<file path="src/common/iflg_pkg.sv">
// Constants and types shared by the interrupt flag logic and its core-side end.
// Assumes a single core clock and register indices carried on the link.
package iflg_pkg;

   typedef enum logic [3:0] {
      IFLG_R_MAIN   = 4'h0,
      IFLG_R_CTRL2  = 4'h1,
      IFLG_R_CTRL3  = 4'h2,
      IFLG_R_FLAGS1 = 4'h3,
      IFLG_R_FLAGS2 = 4'h4,
      IFLG_R_PIE1   = 4'h5,
      IFLG_R_PIE2   = 4'h6,
      IFLG_R_IPR1   = 4'h7,
      IFLG_R_IPR2   = 4'h8
   } iflg_reg_t;

   // main_irq_control
   localparam int IFLG_M_GLBL    = 7;
   localparam int IFLG_M_PEIE    = 6;
   localparam int IFLG_M_T0IE    = 5;
   localparam int IFLG_M_P0IE    = 4;
   localparam int IFLG_M_PCIE    = 3;
   localparam int IFLG_M_T0IF    = 2;
   localparam int IFLG_M_P0IF    = 1;
   localparam int IFLG_M_PCIF    = 0;
   // second_irq_control
   localparam int IFLG_C2_EDGE0  = 6;
   localparam int IFLG_C2_EDGE1  = 5;
   localparam int IFLG_C2_EDGE2  = 4;
   localparam int IFLG_C2_T0IP   = 2;
   localparam int IFLG_C2_PCIP   = 0;
   // third_irq_control
   localparam int IFLG_C3_P2IP   = 7;
   localparam int IFLG_C3_P1IP   = 6;
   localparam int IFLG_C3_P2IE   = 4;
   localparam int IFLG_C3_P1IE   = 3;
   localparam int IFLG_C3_P2IF   = 1;
   localparam int IFLG_C3_P1IF   = 0;
   // peripheral_flags_one named bits; receive-full and transmit-empty are read-only, parallel-port is writable
   localparam int IFLG_F1_PARPORT = 7;
   localparam int IFLG_F1_RXFULL  = 5;
   localparam int IFLG_F1_TXEMPTY = 4;

   // Software-writable bit masks; other bits read as zero or come from peripherals
   localparam logic [7:0] IFLG_MASK_MAIN   = 8'hFF;
   localparam logic [7:0] IFLG_MASK_CTRL2  = 8'h75;
   localparam logic [7:0] IFLG_MASK_CTRL3  = 8'hDB;
   localparam logic [7:0] IFLG_MASK_FLAGS1 = 8'hCB;
   localparam logic [7:0] IFLG_MASK_FLAGS2 = 8'h1E;
   localparam logic [7:0] IFLG_MASK_PIE1   = 8'hFB;

   localparam logic [7:0]  IFLG_RST_REG    = 8'h00;
   localparam logic [7:0]  IFLG_CNT8_MAX   = 8'hFF;
   localparam logic [7:0]  IFLG_CNT8_ZERO  = 8'h00;
   localparam logic [15:0] IFLG_CNT16_MAX  = 16'hFFFF;
   localparam logic [15:0] IFLG_CNT16_ZERO = 16'h0000;

   typedef enum logic [1:0] {
      IFLG_H_IDLE  = 2'b00,
      IFLG_H_WRITE = 2'b01,
      IFLG_H_READ  = 2'b10
   } iflg_hstate_t;

endpackage

</file>
<file path="src/common/iflg_if.sv">
// Link between the interrupt flag logic and the processor core side.
// Both ends run on the same core clock; all signals are registered at their source.
`timescale 1ns/1ns
interface iflg_if;
   import iflg_pkg::*;
   logic            wr;
   logic            rd;
   logic            clr;
   iflg_reg_t       addr;
   logic [7:0]      wdata;
   logic            sleep;
   logic [7:0]      rdata;
   logic            rvalid;
   logic            irq_high;
   logic            irq_low;
   logic            wake;
   logic            wake_vector;

   modport dev  (input  wr, rd, clr, addr, wdata, sleep,
                 output rdata, rvalid, irq_high, irq_low, wake, wake_vector);
   modport core (output wr, rd, clr, addr, wdata, sleep,
                 input  rdata, rvalid, irq_high, irq_low, wake, wake_vector);
endinterface

</file>
<file path="src/iflg_device.sv">
// Interrupt flag, enable and priority logic with sleep wake-up.
// Assumes pins, event pulses and the timer count are synchronous to i_clk.
// Operation
// - Flags set on event regardless of enables
// - Software clears flag before enable, after service
// - Flag register one layout, bit 2 zero
// - Flag register two: bits 4..1, rest zero
// - External pins edge triggered by edge select
// - Valid pin edge sets its flag
// - Cleared pin enable blocks request, not flag
// - Service routine clears pin flag before re-enable
// - Enabled pin wakes from sleep if enabled before
// - Vector after wake only when global enable set
// - Pin zero always high priority
// - Pin one/two priority at control-three bits 6,7
// - Motor firmware: keep pin zero enable zero
// - Timer zero 8-bit rollover sets flag
// - Timer zero 16-bit rollover of pair sets flag
// - Timer zero enable main bit5, priority bit2
// - Port B 7..4 change sets main bit0
// - Port change enable bit3, priority bit0
// - Small package: keep parallel-port flag clear
`timescale 1ns/1ns
module iflg_device
   import iflg_pkg::*;
(
   input  wire logic        i_clk,
   input  wire logic        i_reset_n,
   iflg_if.dev              link,
   input  wire logic [2:0]  i_ext_pins,
   input  wire logic [3:0]  i_port_b_pins,
   input  wire logic [15:0] i_tmr0_count,
   input  wire logic        i_tmr0_16bit,
   input  wire logic [7:0]  i_periph1_evt,
   input  wire logic [7:0]  i_periph2_evt,
   input  wire logic        i_rx_full,
   input  wire logic        i_tx_empty
);

   typedef struct packed {
      logic [7:0]  main;
      logic [7:0]  ctrl2;
      logic [7:0]  ctrl3;
      logic [7:0]  flags1;
      logic [7:0]  flags2;
      logic [7:0]  pie1;
      logic [7:0]  pie2;
      logic [7:0]  ipr1;
      logic [7:0]  ipr2;
      logic        primed;
      logic [2:0]  pin_prev;
      logic [3:0]  port_b_pins_prev;
      logic [15:0] tmr_prev;
      logic        sleep_prev;
      logic        asleep;
      logic [2:0]  wake_en;
      logic        irq_high;
      logic        irq_low;
      logic        wake;
      logic        wake_vector;
      logic [7:0]  rdata;
      logic        rvalid;
   } iflg_dev_state_t;

   iflg_dev_state_t st_reg;
   iflg_dev_state_t st_next;

   logic [2:0] edge_sel;
   logic [2:0] pin_edge;
   logic [7:0] flags1_view;

   assign edge_sel = {st_reg.ctrl2[IFLG_C2_EDGE2], st_reg.ctrl2[IFLG_C2_EDGE1], st_reg.ctrl2[IFLG_C2_EDGE0]};

   genvar gi;
   generate
      for (gi = 0; gi < 3; gi++) begin : g_pin
         // Selected edge per pin; suppressed until the previous level is known
         assign pin_edge[gi] = st_reg.primed & (edge_sel[gi] ? (i_ext_pins[gi] & ~st_reg.pin_prev[gi])
                                                             : (~i_ext_pins[gi] & st_reg.pin_prev[gi]));
      end
   endgenerate

   // Receive-full and transmit-empty follow the serial port live
   always_comb begin
      flags1_view = st_reg.flags1 & IFLG_MASK_FLAGS1;
      flags1_view[IFLG_F1_RXFULL]  = i_rx_full;
      flags1_view[IFLG_F1_TXEMPTY] = i_tx_empty;
   end

   always_comb begin
      logic       t0_roll;
      logic       pc_chg;
      logic [7:0] wd;
      logic       src_hi;
      logic       src_lo;
      logic       pend_p1;
      logic       pend_p2;
      logic [7:0] per1;
      logic [7:0] per2;
      logic [2:0] pin_flags;
      t0_roll = 1'b0;
      pc_chg  = 1'b0;
      wd      = link.wdata;
      src_hi  = 1'b0;
      src_lo  = 1'b0;
      pend_p1 = 1'b0;
      pend_p2 = 1'b0;
      per1    = 8'h00;
      per2    = 8'h00;
      pin_flags = 3'b000;
      st_next = st_reg;

      st_next.primed     = 1'b1;
      st_next.pin_prev   = i_ext_pins;
      st_next.port_b_pins_prev = i_port_b_pins;
      st_next.tmr_prev   = i_tmr0_count;
      st_next.sleep_prev = link.sleep;

      if (st_reg.primed) begin
         if (i_tmr0_16bit) begin
            t0_roll = (st_reg.tmr_prev == IFLG_CNT16_MAX) && (i_tmr0_count == IFLG_CNT16_ZERO);
         end else begin
            t0_roll = (st_reg.tmr_prev[7:0] == IFLG_CNT8_MAX) && (i_tmr0_count[7:0] == IFLG_CNT8_ZERO);
         end
         pc_chg = |(i_port_b_pins ^ st_reg.port_b_pins_prev);
      end

      // Software writes and clears first; hardware events are OR-ed last so a set wins
      if (link.wr) begin
         unique case (link.addr)
            IFLG_R_MAIN:   st_next.main   = wd & IFLG_MASK_MAIN;
            IFLG_R_CTRL2:  st_next.ctrl2  = wd & IFLG_MASK_CTRL2;
            IFLG_R_CTRL3:  st_next.ctrl3  = wd & IFLG_MASK_CTRL3;
            IFLG_R_FLAGS1: st_next.flags1 = wd & IFLG_MASK_FLAGS1;
            IFLG_R_FLAGS2: st_next.flags2 = wd & IFLG_MASK_FLAGS2;
            IFLG_R_PIE1:   st_next.pie1   = wd & IFLG_MASK_PIE1;
            IFLG_R_PIE2:   st_next.pie2   = wd & IFLG_MASK_FLAGS2;
            IFLG_R_IPR1:   st_next.ipr1   = wd & IFLG_MASK_PIE1;
            IFLG_R_IPR2:   st_next.ipr2   = wd & IFLG_MASK_FLAGS2;
            default: ;
         endcase
      end
      if (link.clr) begin
         unique case (link.addr)
            IFLG_R_FLAGS1: st_next.flags1 = st_next.flags1 & ~wd;
            IFLG_R_FLAGS2: st_next.flags2 = st_next.flags2 & ~wd;
            default: ;
         endcase
      end

      st_next.flags1 = st_next.flags1 | (i_periph1_evt & IFLG_MASK_FLAGS1);
      st_next.flags2 = st_next.flags2 | (i_periph2_evt & IFLG_MASK_FLAGS2);
      st_next.main[IFLG_M_T0IF]  = st_next.main[IFLG_M_T0IF] | t0_roll;
      st_next.main[IFLG_M_P0IF]  = st_next.main[IFLG_M_P0IF] | pin_edge[0];
      st_next.main[IFLG_M_PCIF]  = st_next.main[IFLG_M_PCIF] | pc_chg;
      st_next.ctrl3[IFLG_C3_P1IF] = st_next.ctrl3[IFLG_C3_P1IF] | pin_edge[1];
      st_next.ctrl3[IFLG_C3_P2IF] = st_next.ctrl3[IFLG_C3_P2IF] | pin_edge[2];

      // Request routing from the registered flags and enables, with receive-full and transmit-empty taken live
      pend_p1 = st_reg.ctrl3[IFLG_C3_P1IE] & st_reg.ctrl3[IFLG_C3_P1IF];
      pend_p2 = st_reg.ctrl3[IFLG_C3_P2IE] & st_reg.ctrl3[IFLG_C3_P2IF];
      per1 = flags1_view & st_reg.pie1;
      per2 = st_reg.flags2 & st_reg.pie2;
      src_hi = (st_reg.main[IFLG_M_P0IE] & st_reg.main[IFLG_M_P0IF])
             | (pend_p1 & st_reg.ctrl3[IFLG_C3_P1IP])
             | (pend_p2 & st_reg.ctrl3[IFLG_C3_P2IP])
             | (st_reg.main[IFLG_M_T0IE] & st_reg.main[IFLG_M_T0IF] & st_reg.ctrl2[IFLG_C2_T0IP])
             | (st_reg.main[IFLG_M_PCIE] & st_reg.main[IFLG_M_PCIF] & st_reg.ctrl2[IFLG_C2_PCIP])
             | (st_reg.main[IFLG_M_PEIE] & (|(per1 & st_reg.ipr1) | |(per2 & st_reg.ipr2)));
      src_lo = (pend_p1 & ~st_reg.ctrl3[IFLG_C3_P1IP])
             | (pend_p2 & ~st_reg.ctrl3[IFLG_C3_P2IP])
             | (st_reg.main[IFLG_M_T0IE] & st_reg.main[IFLG_M_T0IF] & ~st_reg.ctrl2[IFLG_C2_T0IP])
             | (st_reg.main[IFLG_M_PCIE] & st_reg.main[IFLG_M_PCIF] & ~st_reg.ctrl2[IFLG_C2_PCIP])
             | (st_reg.main[IFLG_M_PEIE] & (|(per1 & ~st_reg.ipr1) | |(per2 & ~st_reg.ipr2)));
      st_next.irq_high = st_reg.main[IFLG_M_GLBL] & ~st_reg.asleep & src_hi;
      st_next.irq_low  = st_reg.main[IFLG_M_GLBL] & ~st_reg.asleep & src_lo & ~src_hi;

      // Sleep: pin enables are frozen at entry; later enable changes do not arm wake-up
      st_next.wake = 1'b0;
      pin_flags = {st_reg.ctrl3[IFLG_C3_P2IF], st_reg.ctrl3[IFLG_C3_P1IF], st_reg.main[IFLG_M_P0IF]};
      if (link.sleep & ~st_reg.sleep_prev) begin
         st_next.asleep  = 1'b1;
         st_next.wake_en = {st_reg.ctrl3[IFLG_C3_P2IE], st_reg.ctrl3[IFLG_C3_P1IE], st_reg.main[IFLG_M_P0IE]};
      end else if (st_reg.asleep & |(pin_flags & st_reg.wake_en)) begin
         st_next.asleep      = 1'b0;
         st_next.wake        = 1'b1;
         st_next.wake_vector = st_reg.main[IFLG_M_GLBL];
      end

      st_next.rvalid = link.rd;
      if (link.rd) begin
         unique case (link.addr)
            IFLG_R_MAIN:   st_next.rdata = st_reg.main;
            IFLG_R_CTRL2:  st_next.rdata = st_reg.ctrl2;
            IFLG_R_CTRL3:  st_next.rdata = st_reg.ctrl3;
            IFLG_R_FLAGS1: st_next.rdata = flags1_view;
            IFLG_R_FLAGS2: st_next.rdata = st_reg.flags2;
            IFLG_R_PIE1:   st_next.rdata = st_reg.pie1;
            IFLG_R_PIE2:   st_next.rdata = st_reg.pie2;
            IFLG_R_IPR1:   st_next.rdata = st_reg.ipr1;
            IFLG_R_IPR2:   st_next.rdata = st_reg.ipr2;
            default:       st_next.rdata = IFLG_RST_REG;
         endcase
      end
   end

   always_ff @(posedge i_clk or negedge i_reset_n) begin
      if (!i_reset_n) begin
         st_reg <= '0;
      end else begin
         st_reg <= st_next;
      end
   end

   assign link.rdata       = st_reg.rdata;
   assign link.rvalid      = st_reg.rvalid;
   assign link.irq_high    = st_reg.irq_high;
   assign link.irq_low     = st_reg.irq_low;
   assign link.wake        = st_reg.wake;
   assign link.wake_vector = st_reg.wake_vector;

endmodule
</file>
<file path="src/flat_wrapper.sv">
// flat-port wrapper written by rule: the top's interface ports become plain ports
module iflg_device_flat import iflg_pkg::*;
  (i_clk, i_reset_n, i_ext_pins, i_port_b_pins, i_tmr0_count, i_tmr0_16bit, i_periph1_evt, i_periph2_evt, i_rx_full, i_tx_empty, link_wr, link_rd, link_clr, link_addr, link_wdata, link_sleep, link_rdata, link_rvalid, link_irq_high, link_irq_low, link_wake, link_wake_vector);
  iflg_if link_i ();
  input  wire logic i_clk;
  input  wire logic i_reset_n;
  input  wire logic [2:0] i_ext_pins;
  input  wire logic [3:0] i_port_b_pins;
  input  wire logic [15:0] i_tmr0_count;
  input  wire logic i_tmr0_16bit;
  input  wire logic [7:0] i_periph1_evt;
  input  wire logic [7:0] i_periph2_evt;
  input  wire logic i_rx_full;
  input  wire logic i_tx_empty;
  input wire logic [$bits(link_i.wr)-1:0] link_wr;
  input wire logic [$bits(link_i.rd)-1:0] link_rd;
  input wire logic [$bits(link_i.clr)-1:0] link_clr;
  input wire logic [$bits(link_i.addr)-1:0] link_addr;
  input wire logic [$bits(link_i.wdata)-1:0] link_wdata;
  input wire logic [$bits(link_i.sleep)-1:0] link_sleep;
  output wire logic [$bits(link_i.rdata)-1:0] link_rdata;
  output wire logic [$bits(link_i.rvalid)-1:0] link_rvalid;
  output wire logic [$bits(link_i.irq_high)-1:0] link_irq_high;
  output wire logic [$bits(link_i.irq_low)-1:0] link_irq_low;
  output wire logic [$bits(link_i.wake)-1:0] link_wake;
  output wire logic [$bits(link_i.wake_vector)-1:0] link_wake_vector;
  assign link_i.wr = link_wr;
  assign link_i.rd = link_rd;
  assign link_i.clr = link_clr;
  assign link_i.addr = link_addr;
  assign link_i.wdata = link_wdata;
  assign link_i.sleep = link_sleep;
  assign link_rdata = link_i.rdata;
  assign link_rvalid = link_i.rvalid;
  assign link_irq_high = link_i.irq_high;
  assign link_irq_low = link_i.irq_low;
  assign link_wake = link_i.wake;
  assign link_wake_vector = link_i.wake_vector;
  iflg_device u_core (.i_clk(i_clk), .i_reset_n(i_reset_n), .link(link_i), .i_ext_pins(i_ext_pins), .i_port_b_pins(i_port_b_pins), .i_tmr0_count(i_tmr0_count), .i_tmr0_16bit(i_tmr0_16bit), .i_periph1_evt(i_periph1_evt), .i_periph2_evt(i_periph2_evt), .i_rx_full(i_rx_full), .i_tx_empty(i_tx_empty));
endmodule
</file>
<file path="config.mk">
export PLATFORM = sky130hd
export DESIGN_NAME = iflg_device_flat
export DESIGN_NICKNAME = d
export VERILOG_FILES = /design/src/common/iflg_pkg.sv /design/src/common/iflg_if.sv /design/src/iflg_device.sv /design/src/flat_wrapper.sv
export SDC_FILE = /design/constraint.sdc
export NUM_CORES = 1
export LEC_CHECK = 0
export BUFFER_PORTS_ARGS = -buffer_cell sky130_fd_sc_hd__buf_2
export CORE_UTILIZATION = 45
export CTS_BUF_LIST = sky130_fd_sc_hd__clkbuf_8
export CTS_CLUSTER_SIZE = 24
export DETAILED_ROUTE_END_ITERATION = 12
export PLACE_DENSITY = 0.72
export SLEW_MARGIN = 0
export SYNTH_ARGS = -nofsm -noshare
export SYNTH_HDL_FRONTEND = slang
export SYNTH_SLANG_ARGS = --single-unit
</file>
<file path="constraint.sdc">
create_clock -name i_clk -period 1.55 [get_ports i_clk]
set_input_delay 0.0775 -clock i_clk [delete_from_list [all_inputs] [get_ports i_clk]]
set_output_delay 0.0775 -clock i_clk [all_outputs]
set_load 0.01 [all_outputs]
</file>
# Word-level counts from Yosys, hierarchy flattened
# Index checks and enable logic that the tools add are counted.
dict set report word_totals {
  regBits 99
  word_cells 153
}
dict set report op_classes {
  eq_ne 10
  muxes 24
  n_bitwise 75
  n_reduce_logical 20
}
# operator count
set ops {}
lappend ops {{$pmux W8 S9} 1}
lappend ops {{$mux W67} 1}
lappend ops {{$mux W8} 7}
lappend ops {{$and A8 B8 Y8} 6}
lappend ops {{$reduce_or A8 Y1} 4}
lappend ops {{$and A1 B1 Y1} 30}
lappend ops {{$and A8 B5 Y8} 2}
lappend ops {{$eq A16 B16 Y1 const B} 1}
lappend ops {{$eq A4 B3 Y1 const B} 4}
lappend ops {{$logic_not A16 Y1} 1}
lappend ops {{$mux W16} 1}
lappend ops {{$not A8 Y8} 2}
lappend ops {{$or A1 B1 Y1} 16}
lappend ops {{$reduce_and A2 Y1} 8}
lappend ops {{$not A1 Y1} 14}
lappend ops {{$mux W5} 2}
lappend ops {{$eq A4 B2 Y1 const B} 2}
lappend ops {{$eq A8 B8 Y1 const B} 1}
lappend ops {{$logic_not A8 Y1} 1}
lappend ops {{$mux W1} 8}
lappend ops {{$not A5 Y8} 1}
lappend ops {{$or A8 B5 Y8} 1}
lappend ops {{$or A8 B8 Y8} 1}
lappend ops {{$mux W7} 1}
lappend ops {{other kinds (11)} 13}

# Longest topological paths before layout
# Gate-level depths: netlist of the first run.
dict set report depth {
  depth_word 9
  ltp_mapped 7
  ltp_nobuf 5
}

# Worst setup path before layout of the first run
# OpenSTA, ideal clock, no wires.
dict set report synth_timing {
  path_kind {input-to-reg}
  startpoint {input port link_addr[3]}
  endpoint {register u_core.st_reg[59] (netlist name)}
  setup_ns 0.128
  arrival_time_ns 1.134
  slack_ns 0.289
  stages 5
  n_path_buf 1
  path_cell_list {buf_2 and2b_1 nand2_1 nor3_4 mux2_1}
}
dict set report synth_between {
  elab_chain_cells 2
}
# item line
set synth_lines {}
lappend synth_lines {{start: declaration} flat_wrapper.sv:18} ;# input wire logic [$bits(link_i.addr)-1:0] link_addr;
lappend synth_lines {{$eq A4 B3 Y1} iflg_device.sv:130} ;# unique case (link.addr)
lappend synth_lines {{$reduce_and A2 Y1 (no line)} --}
lappend synth_lines {{end signal: assignment} iflg_device.sv:211} ;# st_reg <= st_next;
lappend synth_lines {{end: declaration} iflg_device.sv:65} ;# iflg_dev_state_t st_reg;
# No other way between the ends.
# A chain may end at the register's enable or synchronous reset.

==> run metrics, run 1 <==
Avg Inst Size Synth=11.5 sq um; worst hold path stage count=3; Post-Place Cell Area=0.00508 sq mm; synth cell count leaders=dfrtp_1 (96), nand2_1 (33), mux2_1 (29); max reg flops=75; sw frac=0.307; layout cell share with drive strength beyond 1=0.274; Yosys cell types=54; P_leak=2.52 nW; number of inserted diodes=0; final WL=11,700 um; Synth Register Bits=96; max cap viols=0; Critical Path Source=i_tmr0_count[10]; DR vias=3,523; skew final=0.0115 ns; most numerous cell in the Yosys netlist=dfrtp_1; core area=0.00973 sq mm; Synth Cell Area=0.00448 sq mm; crit path capture type=flop; drt first-iter violations=223; final core occ=0.580; Site Rows=36; Total Nets Final=569; clock share of power=0.258; status=finished, final reports clean; placed cell count=595; Routed Antenna Nets=0; overall die area=0.0104 sq mm; H-tree depth=3; internal power=4.22 mW; GR Util All Layers=0.247; share of the synthesized area in the top cell type=0.536; Synth Area in XOR/XNOR=0.00782; Fillers=860; switching power=1.87 mW; die height=102 um; Post-Synth Simple-Gate Area=0.139; Root Buffer=clkbuf_8; first-pass GRT wire length=18,700 um; initial antenna violation count=0; Highest Clock Rate=667 MHz; post-synthesis mux area share=0.159; Syn Nets=450; cells after synthesis=390; clk_lat worst skew=0.37 ns; CP Launch Type=input port; setup repair after global routing missed its margin=no; setup TNS=0 ns; starting density of the core=0.460; logic gate share of total power=0.214; Crit Path Max Fanout=2; worst min path class=in -> reg; Compound-Gate Fraction of Synth Area=0.116; number of synthesized flops with an enable pin=0; sequential fraction of the synthesis area=0.536; Setup Crit Path Kind=in -> reg; PwrDens=1080 mW/mm^2; post-DR vias/cell=5.45; warning count from the yosys run=0; ratio of final minimum period to clock period=0.968; HPWL Detailed=8600 um; number of I/O pins=73; reg2reg start=u_core.st_reg[75]; Final setup viols=0; CTS tree=yes; top_reg_cell synth=dfrtp_1; Reg clk slew, reported paths=0.09 ns; DRC=0; grt total ovfl=0; PortBufs=65; Post-Synth Adder-Cell Area=0; TritonRoute pass-1 iters=5; CP endpoint=u_core.st_reg[108]; combinational family with the most area after synthesis=multiplexers; Slew Viols, Final=0; synth-to-layout area growth=26.0%; CTS Buffer Depth=2; vias in the first global route=3,516; Data arrival, critical path=1.81 ns; DR WL/cell=18.1 um; Worst Path Required=1.86 ns; R2R Setup Slk=0.05 ns; Inserted Clock Buffers=9; CTS Sinks=96; worst reg2reg path depth=5; post-route cell area=0.00564 sq mm; fin cells=647; GP Congestion=0.895; setup bufs post-CTS=0; post-synth top area cell=dfrtp_1; Post-synth ARST share=1.00; VDD IR max=0.602 mV; pin count of the biggest net entering global routing=48; fin crit period=1.50 ns; most area-consuming cells after synthesis=dfrtp_1 (54%), mux2_1 (7.3%), mux2_2 (4.0%); r2r endpoint=u_core.link.irq_low; final hold violation count=0; die width=102 um; share of power burned in registers=0.528
worst min-delay path by stage:
stage | startpoint | to | slack, ns
6_report | link_wdata[2] | u_core.st_reg[108] | 0.03
5_1_grt | link_wdata[5] | u_core.st_reg[71] | 0.03
3_5_place_dp | i_reset_n | u_core.st_reg[20] | -0.07
3_3_place_gp | i_reset_n | u_core.st_reg[33] | -0.08
4_1_cts | link_wdata[2] | u_core.st_reg[108] | 0.01
2_1_floorplan | i_reset_n | u_core.edge_sel[0] | -0.22
layer usage:
metal / share of wire / global-route usage / routed length, um / vias to the layer above
li1: - / - / - / 1660
met1: 0.45 / 0.344 / 5280 / 1700
met2: 0.46 / 0.375 / 5320 / 138
met3: 0.061 / 0.0435 / 713 / 25
met4: 0.032 / 0.117 / 379 / 0
met5: 0 / 0 / 0 / -
what timing repair did:
item / 4_1_cts / 5_1_grt
endpoints found under the setup margin: 0 / 4
gates resized for setup: 0 / 4
endpoints found under the hold margin: 131 / 0
hold buffers: 36 / 0
stage by stage:
step	hold slack, ns	setup slack [ns]	power (mW)
5_1_grt	0.0270	0.00270	6.40
6_report	0.0264	0.0503	6.09
4_1_cts	0.0101	0.0501	6.10
2_1_floorplan	-0.218	0.289	3.90
3_5_place_dp	-0.0744	0.0503	4.46
3_3_place_gp	-0.0756	0.0557	4.41
power by group through the flow:
stage / logic, mW / clock network (mW) / registers, mW
after floorplan: 0.755 / 0 / 3.14
after global placement: 1.18 / 0 / 3.24
after detailed placement: 1.20 / 0 / 3.25
after CTS: 1.28 / 1.62 / 3.20
after global routing: 1.43 / 1.71 / 3.25
final: 1.30 / 1.57 / 3.21
area by class of cell:
cell class                      count  area [sq um]  share of cell area
Multi-Input combinational cell    260          1910               0.338
Clock buffer                       11           151              0.0268
Sequential cell                    96          2400               0.426
Inverter                           12          45.0             0.00798
Clock inverter                      5          40.0             0.00709
Timing Repair Buffer              130           931               0.165
Tap cell                          133           166              0.0295
cells by family after synthesis:
family,count (synthesis)
simple gates,115
flops,96
compound gates,77
mux,63
buf+inv,34
xor+xnor,4
other cells,1
cells in the final DEF (no fill, tap or decap), drive strengths merged, types with 7 or more instances in the layout:
cell / Yosys / routed
nand2b: 11 / 11
o22ai: 19 / 19
dlygate4sd3: 0 / 36
mux2i: 16 / 16
buf: 18 / 94
nand2: 34 / 34
inv: 12 / 13
o21ai: 17 / 17
mux2: 45 / 45
nand3: 19 / 19
clkbuf: 4 / 11
nor2: 15 / 15
nor3: 7 / 7
dfrtp: 96 / 96
a21oi: 9 / 9
worst max-delay path: stages:
cell and delay (ns):
dlygate4sd3_1 0.54, buf_2 0.13, or4_4 0.53, o41ai_2 0.33, nand4_1 0.13, nand2_1 0.08
No activity file was read; power rests on OpenSTA's default activity.
==> inputs of run 2 (changes only) <==
==> constraint.sdc (replaced) <==
create_clock -name i_clk -period 1.55 [get_ports i_clk]
set_input_delay 0 -clock i_clk [delete_from_list [all_inputs] [get_ports i_clk]]
set_output_delay 0 -clock i_clk [all_outputs]
set_load 0.01 [all_outputs]
==> run 2 against run 1 <==
Clock power is 18% higher; clock skew is 0.0025 ns lower; setup slack better by 0.028 ns; sequential power hardly changed; largest cell class unchanged; register-to-register slack better by 0.06 ns; wire length is 2.9% lower; non-clock buffer count is 6 lower.
==> run metrics, run 2 (synthesized netlist as in run 1, its figures left out) <==
status=finished, final reports clean; starting density of the core=0.460 (unchanged); PwrDens=1120 mW/mm^2 (+3.7%); CTS tree=yes; post-DR vias/cell=5.47 (+0.48%); R2R Setup Slk=0.11 ns (+0.06 ns); VDD IR max=0.688 mV (+14%); final WL=11,400 um (-2.9%); DR vias=3,507 (-0.45%); max reg flops=75 (unchanged); number of inserted diodes=0 (unchanged); die height=102 um (unchanged); synth-to-layout area growth=25.8%; Tot Pwr=6.30 mW (+3.5%); DR WL/cell=17.7 um (-2.0%); most frequent cells in the layout=dfrtp_1 (96), buf_2 (64), dlygate4sd3_1 (41), nand2_1 (33), mux2_1 (29); setup repair after global routing missed its margin=no; skew final=0.00896 ns (-0.00255 ns); Slew Viols, Final=0 (unchanged); Hold Path End=u_core.st_reg[62]; DRC=0 (unchanged); Data arrival, critical path=1.79 ns (-0.02 ns); worst hold path stage count=2 (-1); TritonRoute pass-1 iters=7 (+2); ratio of final minimum period to clock period=0.950 (-0.0179); Routed Antenna Nets=0 (unchanged); Worst Path Required=1.87 ns (about the same); Setup WS pre-CTS=0.0627 ns (+0.0124 ns); CP Launch Type=input port; HPWL Detailed=7970 um (-7.4%); CTS Buffer Depth=2 (unchanged); Inserted Clock Buffers=9 (unchanged); grt total ovfl=0 (unchanged); vias in the first global route=3,545 (+0.82%); setup TNS=0 ns (unchanged); most common cell after layout, fill and taps aside=dfrtp_1; worst min path class=in -> reg; GR Util All Layers=0.243 (-0.00403); number of I/O pins=73 (unchanged); r2r endpoint=u_core.link.irq_low; die width=102 um (unchanged); final worst slack=0.0781 ns (+0.0278 ns); worst reg2reg path depth=5 (unchanged); final hold violation count=0 (unchanged); Final setup viols=0 (unchanged); Site Rows=36 (unchanged); crit path capture type=flop; core area=0.00973 sq mm (unchanged); clk_lat worst skew=0.37 ns (about the same); first-pass GRT wire length=18,400 um (-1.6%); overall die area=0.0104 sq mm (unchanged); H-tree depth=3 (unchanged); Min-Delay Startpoint=link_wdata[4]; setup bufs post-CTS=0 (unchanged); Root Buffer=clkbuf_8; P_leak=2.51 nW (-0.44%); Reg clk slew, reported paths=0.10 ns (about the same); fin crit period=1.47 ns (-0.0278 ns); drt first-iter violations=295 (+32%); pin count of the biggest net entering global routing=97 (+100%); max cap viols=0 (unchanged); Fillers=884 (+2.8%); Setup Crit Path Kind=in -> reg; Highest Clock Rate=679 MHz (+1.9%); reg2reg start=u_core.st_reg[77]; CTS Sinks=96 (unchanged); Total Nets Final=563 (-1.1%); PortBufs=65 (unchanged); layout cell share with drive strength beyond 1=0.248 (-0.0263); Crit Path Max Fanout=2 (unchanged); GP Congestion=0.925 (+3.3%); initial antenna violation count=0 (unchanged)
## run 2: cell count changes in the layout (fill, tap and decap cells not counted), moves of 2 or more
cell | before | now
dlygate4sd3_1 | 36 | 41
bufinv_16 | 0 | 2
buf_4 | 28 | 17
inv_6 | 0 | 2
clkinvlp_4 | 2 | 0
## run 2: routing by layer
metal / vias to the layer above / routed length [um] / global-route usage
met5: - / 0 / 0
met4: 0 / 388 / 0.134
met3: 27 / 602 / 0.0338
met2: 131 / 5270 / 0.378
met1: 1693 / 5100 / 0.328
li1: 1656 / - / -
## run 2: worst max-delay path, cell delays in order
cell and delay [ns]:
dlygate4sd3_1 0.54, buf_2 0.13, or4_1 0.53, o41ai_2 0.37, nand4_1 0.14, nand2_1 0.08
## run 2: how the worst max path moves through the flow
stage,start,end
floorplan,u_core.st_reg[108],u_core.link.rdata[2]
global placement,u_core.st_reg[77],u_core.link.irq_low
detailed placement,u_core.st_reg[77],u_core.link.irq_low
CTS,u_core.st_reg[77],u_core.link.irq_low
global route,i_tmr0_count[10],u_core.st_reg[108]
finish,i_tmr0_count[8],u_core.st_reg[108]
## run 2: what timing repair did
item / in CTS / in global routing
gates resized for setup: 0 / 1
endpoints found under the setup margin: 0 / 2
hold buffers: 41 / 0
hold endpoints to repair: 158 / 0
## run 2: metrics by stage
stage / std cells / instance area [sq um] / hold slack (ns) / util
2_1_floorplan: 390 / 4480 / -0.296 / -
3_3_place_gp: 584 / 5000 / 0.0891 / 0.514
3_5_place_dp: 584 / 5000 / 0.0935 / 0.514
4_1_cts: 641 / 5630 / 0.00251 / 0.579
5_1_grt: 641 / 5630 / 0.0133 / 0.579
6_report: 641 / 5630 / 0.0142 / 0.579
## run 2: final cells by class
class	count	area, sq um	share of cell area
well taps	133	166	0.0295
multi-input cells	260	1890	0.336
inverters	12	45.0	0.00799
clock buffers	10	138	0.0244
flip-flops and latches	96	2400	0.426
clock inverters	6	90.1	0.0160
repair buffers	124	898	0.159
## run 2: report_power, final
part	internal (mW)	switching [mW]
sequential	2.86	0.346
combinational	0.642	0.592
clock	0.962	0.897
total	4.47	1.84
